--- config.mk ---
export PLATFORM = sky130hd
export DESIGN_NAME = ndft_regs
export DESIGN_NICKNAME = d
export VERILOG_FILES = /design/src/ndft_pkg.sv /design/src/ndft_lb_mem.sv /design/src/ndft_regs.sv
export SDC_FILE = /design/constraint.sdc
export NUM_CORES = 1
export LEC_CHECK = 0
export BUFFER_PORTS_ARGS = -buffer_cell sky130_fd_sc_hd__buf_2
export CAP_MARGIN = 20
export CORE_MARGIN = 1.5
export CORE_UTILIZATION = 35
export CTS_CLUSTER_SIZE = 14
export DETAILED_ROUTE_END_ITERATION = 7
export SETUP_SLACK_MARGIN = 0.2
export SLEW_MARGIN = 20
export SYNTH_ARGS = -nofsm -noshare
export SYNTH_HDL_FRONTEND = slang
export SYNTH_SLANG_ARGS = --single-unit
--- constraint.sdc ---
create_clock -name hclk -period 4 [get_ports hclk]
set_clock_uncertainty 0.15 [all_clocks]
set_input_delay 0.8 -clock hclk [delete_from_list [all_inputs] [get_ports hclk]]
set_output_delay 0.8 -clock hclk [all_outputs]
set_load 0.02 [all_outputs]
--- src/ndft_pkg.sv ---
package ndft_pkg;

   // ************************************************
   // Register word indices, byte address = 4 * index
   // ************************************************
   localparam logic [5:0] IDX_TX_LEN_LOW      = 6'h00;
   localparam logic [5:0] IDX_TX_LEN_HIGH     = 6'h01;
   localparam logic [5:0] IDX_RING_START      = 6'h02;
   localparam logic [5:0] IDX_RING_STOP       = 6'h03;
   localparam logic [5:0] IDX_RING_BOUNDARY   = 6'h04;
   localparam logic [5:0] IDX_RX_CURRENT      = 6'h05;
   localparam logic [5:0] IDX_LDMA_LOW        = 6'h06;
   localparam logic [5:0] IDX_LDMA_HIGH       = 6'h07;
   localparam logic [5:0] IDX_RSTART_LOW      = 6'h08;
   localparam logic [5:0] IDX_RSTART_HIGH     = 6'h09;
   localparam logic [5:0] IDX_RCOUNT_LOW      = 6'h0a;
   localparam logic [5:0] IDX_RCOUNT_HIGH     = 6'h0b;
   localparam logic [5:0] IDX_RADDR_LOW       = 6'h0c;
   localparam logic [5:0] IDX_RADDR_HIGH      = 6'h0d;
   localparam logic [5:0] IDX_STATION0        = 6'h0e;
   localparam logic [5:0] IDX_HASH0           = 6'h14;
   localparam logic [5:0] IDX_ALIGN_TALLY     = 6'h1c;
   localparam logic [5:0] IDX_CRC_TALLY       = 6'h1d;
   localparam logic [5:0] IDX_LOST_TALLY      = 6'h1e;
   localparam logic [5:0] IDX_LB_FIFO         = 6'h1f;
   localparam logic [5:0] IDX_CONTROL         = 6'h20;
   localparam logic [5:0] STATION_CNT         = 6'h06;
   localparam logic [5:0] HASH_CNT            = 6'h08;

   // ************************************************
   // Field positions, reset values, limits
   // ************************************************
   localparam int         HADDR_IDX_LSB       = 2;
   localparam int         HADDR_IDX_MSB       = 7;
   localparam int         HTRANS_ACTIVE_BIT   = 1;
   localparam int         CTRL_MONITOR_BIT    = 0;
   localparam logic [7:0] BYTE_ZERO           = 8'h00;
   localparam logic [7:0] PAGE_LAST_BYTE      = 8'hff;
   localparam logic [7:0] TALLY_MAX           = 8'hc0;
   localparam logic [31:0] CRC_POLY           = 32'h04c11db7;
   localparam logic [31:0] CRC_INIT           = 32'hffffffff;
   localparam logic [5:0] DA_BITS             = 6'h30;
   localparam int         HASH_MSB            = 31;
   localparam int         HASH_LSB            = 26;

   // ************************************************
   // Types
   // ************************************************
   typedef logic [2:0] ndft_lb_ptr_t;

   typedef enum logic {PH_IDLE, PH_ACCESS} ndft_bus_ph_t;

   // Receive events from the MAC receive path
   typedef struct packed {
      logic pkt_start;
      logic byte_wr;
      logic pkt_ok;
      logic pkt_err;
      logic pkt_end;
      logic addr_ok;
      logic align_err;
      logic crc_err;
      logic no_buffer;
   } ndft_rx_evt_t;

   // Serial destination address bits
   typedef struct packed {
      logic first;
      logic valid;
      logic dest_addr_bit;
   } ndft_da_t;

   // Remote DMA transfer requests
   typedef struct packed {
      logic load;
      logic xfer;
      logic word;
   } ndft_rdma_req_t;

   // Loopback byte capture
   typedef struct packed {
      logic       wr;
      logic [7:0] data;
   } ndft_lb_t;

   // Address filter result
   typedef struct packed {
      logic       done;
      logic       phys_match;
      logic       multicast;
      logic       hash_hit;
      logic [5:0] hash_idx;
   } ndft_filt_t;

   // DMA pointers toward the buffer memory
   typedef struct packed {
      logic [15:0] ldma_addr;
      logic        ldma_abort;
      logic        store_en;
      logic [15:0] rdma_addr;
      logic [15:0] rdma_count;
      logic        rdma_busy;
   } ndft_dma_t;

endpackage

--- src/ndft_lb_mem.sv ---
`timescale 1ns/1ps
module ndft_lb_mem
(
   // Clock and reset
   input  wire logic                  hclk,
   input  wire logic                  hresetn,
   // Write port
   input  wire logic                  wr_en,
   input  wire ndft_pkg::ndft_lb_ptr_t wr_addr,
   input  wire logic [7:0]            wr_data,
   // Registered read port
   input  wire ndft_pkg::ndft_lb_ptr_t rd_addr,
   output logic [7:0]                 rd_data
);
   import ndft_pkg::*;

   typedef struct packed {
      logic [7:0][7:0] mem;
      logic [7:0]      rd_data;
   } ndft_mem_st_t;

   ndft_mem_st_t s_r;
   ndft_mem_st_t s_nxt;

   // Byte store and read register
   always_comb
   begin
      s_nxt = s_r;
      if (wr_en)
      begin
         s_nxt.mem[wr_addr] = wr_data;
      end
      s_nxt.rd_data = s_r.mem[rd_addr];
   end

   // State register
   always_ff @(posedge hclk or negedge hresetn)
   begin
      if (!hresetn)
      begin
         s_r <= '0;
      end
      else
      begin
         s_r <= s_nxt;
      end
   end

   assign rd_data = s_r.rd_data;

endmodule

--- src/ndft_regs.sv ---
// The register offsets and the AHB-Lite register port were left to the implementer.
`timescale 1ns/1ps
module ndft_regs
(
   // Clock and reset
   input  wire logic                  hclk,
   input  wire logic                  hresetn,
   // AHB-Lite slave
   input  wire logic                  hsel,
   input  wire logic [31:0]           haddr,
   input  wire logic [1:0]            htrans,
   input  wire logic                  hwrite,
   input  wire logic [2:0]            hsize,
   input  wire logic [31:0]           hwdata,
   input  wire logic                  hready,
   output logic                       hreadyout,
   output logic [31:0]                hrdata,
   output logic                       hresp,
   // Receive path events and address bits
   input  wire ndft_pkg::ndft_rx_evt_t rx_evt,
   input  wire ndft_pkg::ndft_da_t    da_in,
   // Remote DMA requests and loopback capture
   input  wire ndft_pkg::ndft_rdma_req_t rdma_req,
   input  wire ndft_pkg::ndft_lb_t    lb_in,
   // Results toward MAC and buffer memory
   output ndft_pkg::ndft_filt_t       filt_out,
   output ndft_pkg::ndft_dma_t        dma_out,
   output logic [15:0]                tx_length,
   output logic                       monitor_only_receive
);
   import ndft_pkg::*;

   typedef struct packed {
      ndft_bus_ph_t    ph;
      logic            hready;
      logic [31:0]     hrdata;
      logic [5:0]      idx;
      logic            wr;
      logic [15:0]     tx_len;
      logic [7:0]      ring_start;
      logic [7:0]      ring_stop;
      logic [7:0]      boundary;
      logic [7:0]      rx_current_page;
      logic [15:0]     rstart;
      logic [15:0]     rcount_reg;
      logic [5:0][7:0] station;
      logic [7:0][7:0] hash;
      logic [7:0]      t_align;
      logic [7:0]      t_crc;
      logic [7:0]      t_lost;
      logic            mon;
      ndft_lb_ptr_t    lb_wptr;
      ndft_lb_ptr_t    lb_rptr;
      logic [31:0]     crc;
      logic [47:0]     da_sr;
      logic [5:0]      da_cnt;
      ndft_filt_t      filt;
      ndft_dma_t       dma;
   } ndft_state_t;

   ndft_state_t s_r;
   ndft_state_t s_nxt;
   logic [7:0]  lb_rdata;

   // ************************************************
   // Helper functions
   // ************************************************

   // Following ring page with wrap to start
   function automatic logic [7:0] next_page(input logic [7:0] page,
                                            input logic [7:0] start,
                                            input logic [7:0] stop);
      logic [7:0] p1;
      p1 = page + 8'h01;
      return (p1 == stop) ? start : p1;
   endfunction

   // Saturating tally step
   function automatic logic [7:0] tally_inc(input logic [7:0] v);
      return (v >= TALLY_MAX) ? TALLY_MAX : v + 8'h01;
   endfunction

   // ************************************************
   // Loopback byte memory
   // ************************************************
   ndft_lb_mem u_lb_mem
   (
      .hclk    (hclk),
      .hresetn (hresetn),
      .wr_en   (lb_in.wr),
      .wr_addr (s_r.lb_wptr),
      .wr_data (lb_in.data),
      .rd_addr (s_r.lb_rptr),
      .rd_data (lb_rdata)
   );

   // ************************************************
   // Next state
   // ************************************************
   always_comb
   begin
      logic [5:0]  off_sta;
      logic [5:0]  off_hash;
      logic [7:0]  rd_byte;
      logic [7:0]  wd;
      logic [7:0]  np;
      logic [15:0] step;
      logic        evt_ok;
      logic [31:0] crc_v;
      logic        fb;
      logic [47:0] sr_v;
      off_sta  = s_r.idx - IDX_STATION0;
      off_hash = s_r.idx - IDX_HASH0;
      rd_byte  = BYTE_ZERO;
      wd       = hwdata[7:0];
      np       = BYTE_ZERO;
      step     = 16'h0001;
      evt_ok   = rx_evt.pkt_end && rx_evt.addr_ok;
      crc_v    = s_r.crc;
      fb       = 1'h0;
      sr_v     = s_r.da_sr;
      s_nxt    = s_r;
      s_nxt.dma.ldma_abort = 1'h0;
      s_nxt.filt.done      = 1'h0;

      // Read multiplexer, write-only registers read as zero
      case (s_r.idx)
         IDX_RING_START:    rd_byte = s_r.ring_start;
         IDX_RING_STOP:     rd_byte = s_r.ring_stop;
         IDX_RING_BOUNDARY: rd_byte = s_r.boundary;
         IDX_RX_CURRENT:    rd_byte = s_r.rx_current_page;
         IDX_LDMA_LOW:      rd_byte = s_r.dma.ldma_addr[7:0];
         IDX_LDMA_HIGH:     rd_byte = s_r.dma.ldma_addr[15:8];
         IDX_RADDR_LOW:     rd_byte = s_r.dma.rdma_addr[7:0];
         IDX_RADDR_HIGH:    rd_byte = s_r.dma.rdma_addr[15:8];
         IDX_ALIGN_TALLY:   rd_byte = s_r.t_align;
         IDX_CRC_TALLY:     rd_byte = s_r.t_crc;
         IDX_LOST_TALLY:    rd_byte = s_r.t_lost;
         IDX_LB_FIFO:       rd_byte = lb_rdata;
         IDX_CONTROL:       rd_byte = {7'h00, s_r.mon};
         default:
         begin
            if (s_r.idx >= IDX_STATION0 && s_r.idx < IDX_STATION0 + STATION_CNT)
            begin
               rd_byte = s_r.station[off_sta[2:0]];
            end
            else if (s_r.idx >= IDX_HASH0 && s_r.idx < IDX_HASH0 + HASH_CNT)
            begin
               rd_byte = s_r.hash[off_hash[2:0]];
            end
         end
      endcase

      // Bus phases: address capture, then one access cycle
      case (s_r.ph)
         PH_IDLE:
         begin
            if (hsel && htrans[HTRANS_ACTIVE_BIT] && hready)
            begin
               s_nxt.ph     = PH_ACCESS;
               s_nxt.hready = 1'h0;
               s_nxt.idx    = haddr[HADDR_IDX_MSB:HADDR_IDX_LSB];
               s_nxt.wr     = hwrite;
            end
         end
         PH_ACCESS:
         begin
            s_nxt.ph     = PH_IDLE;
            s_nxt.hready = 1'h1;
            s_nxt.hrdata = s_r.wr ? s_r.hrdata : {24'h000000, rd_byte};
            if (s_r.wr)
            begin
               case (s_r.idx)
                  IDX_TX_LEN_LOW:    s_nxt.tx_len[7:0]     = wd;
                  IDX_TX_LEN_HIGH:   s_nxt.tx_len[15:8]    = wd;
                  IDX_RING_START:    s_nxt.ring_start      = wd;
                  IDX_RING_STOP:     s_nxt.ring_stop       = wd;
                  IDX_RING_BOUNDARY: s_nxt.boundary        = wd;
                  IDX_RX_CURRENT:    s_nxt.rx_current_page            = wd;
                  IDX_RSTART_LOW:    s_nxt.rstart[7:0]     = wd;
                  IDX_RSTART_HIGH:   s_nxt.rstart[15:8]    = wd;
                  IDX_RCOUNT_LOW:    s_nxt.rcount_reg[7:0] = wd;
                  IDX_RCOUNT_HIGH:   s_nxt.rcount_reg[15:8] = wd;
                  IDX_CONTROL:       s_nxt.mon             = wd[CTRL_MONITOR_BIT];
                  default:
                  begin
                     if (s_r.idx >= IDX_STATION0 && s_r.idx < IDX_STATION0 + STATION_CNT)
                     begin
                        s_nxt.station[off_sta[2:0]] = wd;
                     end
                     else if (s_r.idx >= IDX_HASH0 && s_r.idx < IDX_HASH0 + HASH_CNT)
                     begin
                        s_nxt.hash[off_hash[2:0]] = wd;
                     end
                  end
               endcase
            end
            else
            begin
               // Read side effects: tally clear, port advance
               case (s_r.idx)
                  IDX_ALIGN_TALLY: s_nxt.t_align = BYTE_ZERO;
                  IDX_CRC_TALLY:   s_nxt.t_crc   = BYTE_ZERO;
                  IDX_LOST_TALLY:  s_nxt.t_lost  = BYTE_ZERO;
                  IDX_LB_FIFO:     s_nxt.lb_rptr = s_r.lb_rptr + 3'h1;
                  default:         s_nxt.t_lost  = s_nxt.t_lost;
               endcase
            end
         end
         default:
         begin
            s_nxt.ph     = PH_IDLE;
            s_nxt.hready = 1'h1;
         end
      endcase

      // Tallies, applied after the clear so an event wins
      if (evt_ok && rx_evt.align_err)
      begin
         s_nxt.t_align = tally_inc(s_nxt.t_align);
      end
      if (evt_ok && (rx_evt.crc_err || rx_evt.align_err))
      begin
         s_nxt.t_crc = tally_inc(s_nxt.t_crc);
      end
      if (rx_evt.no_buffer || (evt_ok && s_r.mon))
      begin
         s_nxt.t_lost = tally_inc(s_nxt.t_lost);
      end

      // Loopback capture keeps read pointer on the oldest byte
      if (lb_in.wr)
      begin
         s_nxt.lb_wptr = s_r.lb_wptr + 3'h1;
         s_nxt.lb_rptr = s_r.lb_wptr + 3'h1;
      end

      // Local DMA pointer and ring linking
      if (rx_evt.pkt_start || rx_evt.pkt_err)
      begin
         s_nxt.dma.ldma_addr = {s_r.rx_current_page, BYTE_ZERO};
      end
      else if (rx_evt.byte_wr && !s_r.mon)
      begin
         if (s_r.dma.ldma_addr[7:0] == PAGE_LAST_BYTE)
         begin
            np = next_page(s_r.dma.ldma_addr[15:8], s_r.ring_start, s_r.ring_stop);
            if (np == s_r.boundary)
            begin
               s_nxt.dma.ldma_abort = 1'h1;
            end
            else
            begin
               s_nxt.dma.ldma_addr = {np, BYTE_ZERO};
            end
         end
         else
         begin
            s_nxt.dma.ldma_addr = s_r.dma.ldma_addr + 16'h0001;
         end
      end
      if (rx_evt.pkt_ok)
      begin
         s_nxt.rx_current_page = (s_r.dma.ldma_addr[7:0] == BYTE_ZERO) ? s_r.dma.ldma_addr[15:8] :
                      next_page(s_r.dma.ldma_addr[15:8], s_r.ring_start, s_r.ring_stop);
      end
      s_nxt.dma.store_en = !s_nxt.mon;

      // Remote DMA
      if (rdma_req.word)
      begin
         step = 16'h0002;
      end
      if (rdma_req.load)
      begin
         s_nxt.dma.rdma_addr  = s_r.rstart;
         s_nxt.dma.rdma_count = s_r.rcount_reg;
      end
      else if (rdma_req.xfer && s_r.dma.rdma_busy)
      begin
         s_nxt.dma.rdma_addr  = s_r.dma.rdma_addr + step;
         s_nxt.dma.rdma_count = (s_r.dma.rdma_count < step) ? 16'h0000 :
                                s_r.dma.rdma_count - step;
      end
      s_nxt.dma.rdma_busy = (s_nxt.dma.rdma_count != 16'h0000);

      // Destination address: serial CRC and station compare
      if (da_in.valid && (da_in.first || s_r.da_cnt < DA_BITS))
      begin
         crc_v = da_in.first ? CRC_INIT : s_r.crc;
         fb    = crc_v[31] ^ da_in.dest_addr_bit;
         crc_v = {crc_v[30:0], 1'h0} ^ (fb ? CRC_POLY : 32'h00000000);
         sr_v  = {da_in.dest_addr_bit, s_r.da_sr[47:1]};
         s_nxt.crc    = crc_v;
         s_nxt.da_sr  = sr_v;
         s_nxt.da_cnt = da_in.first ? 6'h01 : s_r.da_cnt + 6'h01;
         if (s_nxt.da_cnt == DA_BITS)
         begin
            s_nxt.filt.done       = 1'h1;
            s_nxt.filt.hash_idx   = crc_v[HASH_MSB:HASH_LSB];
            s_nxt.filt.phys_match = (sr_v == s_r.station);
            s_nxt.filt.multicast  = sr_v[0];
            s_nxt.filt.hash_hit   = s_r.hash[crc_v[HASH_MSB:HASH_MSB-2]]
                                    [crc_v[HASH_LSB+2:HASH_LSB]];
         end
      end
   end

   // ************************************************
   // State register
   // ************************************************
   always_ff @(posedge hclk or negedge hresetn)
   begin
      if (!hresetn)
      begin
         s_r        <= '0;
         s_r.ph     <= PH_IDLE;
         s_r.hready <= 1'h1;
         s_r.dma.store_en <= 1'h1;
      end
      else
      begin
         s_r <= s_nxt;
      end
   end

   // Outputs straight from the state register, hresp tied to zero
   assign hreadyout            = s_r.hready;
   assign hrdata               = s_r.hrdata;
   assign hresp                = 1'h0;
   assign filt_out             = s_r.filt;
   assign dma_out              = s_r.dma;
   assign tx_length            = s_r.tx_len;
   assign monitor_only_receive = s_r.mon;

   logic rd_crc_tally;
   logic rd_lost_tally;
   assign rd_crc_tally  = (s_r.ph == PH_ACCESS) && !s_r.wr && (s_r.idx == IDX_CRC_TALLY);
   assign rd_lost_tally = (s_r.ph == PH_ACCESS) && !s_r.wr && (s_r.idx == IDX_LOST_TALLY);
endmodule

==> Word-level counts from Yosys, hierarchy flattened <==
Cells that the tools add are included.
{ "op_classes": {"addsub": 12, "order_cmp": 18, "eq_ne": 26, "mux": 70, "bitwise": 6, "n_reduce_logical": 48} }
{ "op_table": {"columns": ["op", "n"], "rows": [
  ["8-bit two-way mux", 26],
  ["177-bit two-way mux", 1],
  ["152-bit two-way mux", 1],
  ["64-bit bitwise mux", 2],
  ["64-bit two-way mux", 2],
  ["112-bit two-way mux", 1],
  ["8-bit case mux with 13 select lines", 1],
  ["8-bit binary-select mux with 3-bit select", 4],
  ["32-bit two-way mux", 3],
  ["8-bit demux with 3-bit select", 3],
  ["16-bit two-way mux", 4],
  ["48-bit bitwise mux", 1],
  ["48-bit == test", 1],
  ["48-bit two-way mux", 1],
  ["6-bit by 4-bit == test with 1-bit output (second input constant)", 6],
  ["3-bit AND reduction", 11],
  ["8-bit by 1-bit adder with 8-bit output (second input constant)", 4],
  ["32-bit by 27-bit XOR with 32-bit output", 1],
  ["27-bit two-way mux", 1],
  ["6-bit by 3-bit == test with 1-bit output (second input constant)", 4],
  ["6-bit by 5-bit == test with 1-bit output (second input constant)", 4],
  ["8-bit >= comparator (second input constant)", 3],
  ["3-bit by 4-bit < comparator with 1-bit output (second input constant)", 6],
  ["24-bit two-way mux", 1],
  ["40 further kinds", 88]
]} }
{ "totals": {"register_bits": 459, "inputBits": 98, "out_inout_bits": 112, "word_cells": 238} }

==> Logic depth before layout (Yosys ltp) <==
{ "logic_depth": {"depth_word": 14, "ltp_mapped": 12, "depth_no_buf": 11} }

==> Cells and area by module <==
Synthesis repeated with hierarchy kept, for this count alone.
{ "unflattened": {"cells_unflattened": 2052, "area_unflattened_um2": 23894.2} }
{ "modules_own_cells": {"columns": ["module", "instances", "cells_each", "area_each_um2", "seq_area_each_um2"], "rows": [
  ["ndft_regs", 1, 1864, 20641.0, 9661.8],
  ["ndft_lb_mem", 1, 188, 3253.1, 1801.7]
]} }

==> Worst setup path before layout <==
OpenSTA, ideal clock, no wires.
{ "synth_path": {"kind": "register to register", "start": "reg s_r, in the netlist dma_out[44]", "end": "reg s_r, in the netlist dma_out[44]", "arrival_time_ns": 3.088, "t_required_ns": 3.725, "slack_ns": 0.637, "stages_incl_launch_ff": 11, "synth_period_minus_slack_ns": 3.363, "cell_sequence": "dfrtp_1 > ha_1 > nand3_2 > mux2i_1 > or4_4 > nor4_4 > buf_6 > a211oi_1 > o2111a_1 > a31oi_4 > mux2_2"} }
{ "synth_via": {"elab_chain_cells": 7, "elab_cells_between_ends": 11, "classes_between": "add/sub: 2; eq/ne: 3; mux: 5; reduce/logical: 1"} }
{ "synth_rtl": {"columns": ["element", "line", "source"], "rows": [
  ["start: declaration", "ndft_regs.sv:61", "ndft_state_t s_r;"],
  ["start signal: assignment", "ndft_regs.sv:323", "s_r <= s_nxt;"],
  ["branches (longest 7 deep; another with 8-bit by 1-bit adder with 8-bit output)", null, null]
]} }
Several ways; the timed one is not identified. The select of a mux whose other input is x is not followed.
A chain may end at the register's enable or synchronous reset.

==> Worst setup path after layout <==
{ "layout_path": {"start": "reg s_r, in the netlist dma_out[43]", "end": "reg s_r, in the netlist dma_out[50]"} }
Same word-level chain as after synthesis.

==> impl_results.md <==
- Endpoint of the worst-slack reg-to-reg timing path: dma_out[50]
- Power Density: 541 mW/mm²
- Number of antenna diodes: 0
- Overall die area: 0.0701 mm²
- Clock network latency to the later pin of the worst-skew pair: 610 ps
- Clock period minus final worst setup slack: 3590 ps
- Number of I/O pins: 210
- Clock tree buffer depth: 3
- Number of cells in the finished layout apart from fillers: 3055
- Leading post-synthesis cells by cell area: sky130_fd_sc_hd__dfrtp_1 (48%), sky130_fd_sc_hd__mux2_2 (15%), sky130_fd_sc_hd__mux4_2 (4.8%)
- Flop-to-flop setup slack: 410 ps
- Hold violation count in the final report: 0
- Number of placed instances, taps included: 2967
- Met1 track demand over resource: 0.247
- Die width: 265 µm
- Routed length per instance: 21.6 µm
- Sum of internal, switching and leakage power: 0.0144 W
- CP Class: reg2reg
- Peak VDD IR: 438 µV
- Number of routed nets with antenna violations: 0
- CTS hold repair buffers: 0
- Most congested layer reported by global routing: met2
- Maximum achievable frequency: 278 MHz
- Data required time of the worst path: 4330 ps
- Number of antenna violations at the first check in global routing: 1
- Highest-delay cell along the critical path: sky130_fd_sc_hd__or4_4
- Worst path cell trace: ha_1, xnor2_1, o211ai_1, or4_4, o32ai_1, nand3_1, o2111a_1, a31oi_4, mux2_2
- First DRT Iteration DRCs: 1289
- Number of max-slew violations in the final report: 0
- DRC violations left: 0
- Reg-to-reg critical path startpoint: dma_out[43]
- Count of yosys warnings during synthesis: 0
- DR vias/cell: 5.47
- Area growth from synthesis to layout: 11.4%
- Worst-case setup margin in the final layout: 406 ps
- Top flip-flop cell by instance count after synthesis: sky130_fd_sc_hd__dfrtp_1
- Run status: finished clean
- Unrepaired setup endpoints after global routing: no
- Fraction of the cycle the final worst path needs: 0.898
- Routability-driven placement congestion ratio: 0.921
- Leading area contributor after synthesis: sky130_fd_sc_hd__dfrtp_1
- CP Capture Type: register
- Final Net Count: 2264
- Post-route standard cell area excluding fillers: 0.0267 mm²
- GRT overflow: 0
- Number of buffers added by the clock tree synthesis step: 49
- Count of different cell masters after synthesis: 82
- Cell at the root of the clock tree: sky130_fd_sc_hd__clkbuf_16
- Placeable core region: 0.0675 mm²
- Critical path fanouts, max: 7
- Wire length of the first global-routing pass: 102000 µm
- Number of synthesized register bits: 458
- Via count of the first global-routing pass: 16803
- Aggregate negative setup slack: 0 ps
- Post-place setup slack: 277 ps
- Number of search-and-repair iterations in the first detailed-routing pass: 5
- Post-DP Area: 0.0251 mm²
- Max-slew headroom at the worst pin: 0.287
- Number of max-cap violations: 0
- Sequential area share after synthesis: 0.478
- Met3 demand-to-capacity share in global routing: 0.0371
- Count of cells along the worst register-to-register path: 9
- Aggregate routed wire length: 65900 µm
- CP arrival: 3920 ps
- Mean Syn Cell Area: 11.4 µm²
- All-layer global routing usage: 0.188
- Setup crit end: dma_out[50]
- HPWL reported at the end of detailed placement: 47100 µm
- Instance count of the mapped netlist: 2104
- Transition time of the tightest slew-check pin: 1060 ps
- Die H: 265 µm
- H-Tree Level Count: 2
- Count of filler cells inserted in the layout: 6487
- Fraction of synthesis flops using an asynchronous set or reset pin: 1.00
- Met2 Usage GRT: 0.310
- Proportion of netlist area held by the largest area contributor: 0.476
- Crit-path max cell delay: 590 ps
- IO Port Bufs: 130
- Num Clock Sinks: 458
- Worst Hold Class: in2async
- Leak: 11.4 nW
- Final Setup Violations: 0
- Startpoint types: register
- Clock edge transition at the registers on the reported setup and hold paths: 70 ps
- Maximum number of pins on one net before global-route repair: 91
- Vias after detailed routing: 16723
- Starting density of the core: 0.355
- Launch point of the worst path: dma_out[43]
- Num rows: 95
- CTS tree: yes
- Combined area of all synthesized cells: 0.0240 mm²
- Ratio of cells with drive above 1 in the final layout: 0.297
- Number of enable-type register cells in the synthesized netlist: 0
==> stage by stage <==
| stage | utilization | hold slack [ps] |
|---|---|---|
| 2_1_floorplan | - | 290 |
| 3_3_place_gp | 0.371 | 306 |
| 3_5_place_dp | 0.371 | 305 |
| 4_1_cts | 0.395 | 89.3 |
| 5_1_grt | 0.396 | 132 |
| 6_report | 0.396 | 65.6 |
==> cell type report <==
class,instances,area (µm²),area share
Clock inverter,14,190,0.00712
Tap cell,873,1090,0.0409
Timing Repair Buffer,178,1110,0.0415
Inverter,33,124,0.00464
Clock buffer,73,1450,0.0542
Sequential cell,458,11500,0.429
Multi-Input combinational cell,1426,11300,0.422
==> where the power goes <==
part / switching [W] / internal [W] / leakage (nW)
clock: 0.00190 / 0.00275 / 0.801
sequential: 0.000897 / 0.00552 / 5.54
combinational: 0.00170 / 0.00168 / 5.02
==> logic make-up (layout without fill, tap and decap cells) <==
logic type / Yosys count / in the layout / share of synthesized area
AO/OA/AOI/OAI: 323 / 323 / 0.0900
XOR/XNOR: 126 / 126 / 0.0469
adder cells (fa/ha/maj): 20 / 20 / 0.0111
buffers and inverters: 244 / 298 / 0.0564
flip-flops: 458 / 458 / 0.478
multiplexers: 400 / 400 / 0.210
other: 1 / 25 / 0.000156
AND/OR/NAND/NOR: 532 / 532 / 0.107
==> cell usage after synthesis (all sizes together), types with 3 or more instances <==
master / count
nor3: 31
a31oi: 15
or4: 5
nand3b: 3
a22oi: 16
xnor2: 77
xor2: 48
o22ai: 10
and3: 14
o2111ai: 5
a211oi: 11
a41oi: 7
nand4: 30
o211ai: 9
and4: 4
nor2b: 6
a221oi: 23
inv: 32
a211o: 3
mux2i: 33
clkbuf: 84
nand4b: 7
or2: 6
o211a: 3
nand2b: 18
buf: 127
o21ai: 135
ha: 18
a21o: 5
mux4: 51
nand2: 218
nor2: 95
o221ai: 7
a21oi: 33
or3: 11
and2: 12
nor4: 11
mux2: 316
nor3b: 6
a31o: 3
a22o: 21
nand3: 49
dfrtp: 456
==> sequential cells by signal, indices dropped and copies added (netlist names) <==
name,count
dma_out,51
filt_out,10
hrdata,8
hreadyout,1
monitor_only_receive,1
s_r,299
tx_length,16
u_lb_mem.rd_data,8
u_lb_mem.s_r,64
==> placed cells by master, fill, tap and decap left out, types with 23 or more instances in the layout <==
cell,n
sky130_fd_sc_hd__nand2_1,218
sky130_fd_sc_hd__a21oi_1,32
sky130_fd_sc_hd__clkbuf_16,50
sky130_fd_sc_hd__nand4_1,29
sky130_fd_sc_hd__nor2_1,95
sky130_fd_sc_hd__a221oi_1,23
sky130_fd_sc_hd__o21ai_0,134
sky130_fd_sc_hd__mux4_2,51
sky130_fd_sc_hd__nand3_1,47
sky130_fd_sc_hd__conb_1,25
sky130_fd_sc_hd__xnor2_1,77
sky130_fd_sc_hd__nor3_1,28
sky130_fd_sc_hd__buf_4,41
sky130_fd_sc_hd__mux2i_1,33
sky130_fd_sc_hd__buf_2,129
sky130_fd_sc_hd__inv_1,32
sky130_fd_sc_hd__mux2_2,314
sky130_fd_sc_hd__xor2_1,47
sky130_fd_sc_hd__dfrtp_1,455
==> worst max-delay path, delay by kind of cell, from the launching register on <==
family	cells	cell delay [ps]
xor+xnor	1	220
fa+ha+maj	1	310
flops	1	400
mux	1	380
simple gates	2	890
compound gates	4	1110
==> how the worst min path moves through the flow <==
stage	to	slack, ps	cells past startpoint
after floorplan	filt_out[6]	290	2
after global placement	filt_out[7]	310	2
after detailed placement	hrdata[2]	310	2
after CTS	s_r[128]	90	1
after global routing	s_r[128]	130	1
final	s_r[128]	70	1
==> repair_timing <==
action,in CTS,in global routing
buffers inserted,0,1
setup endpoints to repair,0,13
gates resized for setup,0,0
==> layer usage <==
| metal | part of all wire | vias to the layer above |
|---|---|---|
| li1 | - | 7577 |
| met1 | 0.43 | 8524 |
| met2 | 0.48 | 510 |
| met3 | 0.061 | 112 |
| met4 | 0.028 | 0 |
| met5 | 0 | - |
(Power assumes the default switching activity.)
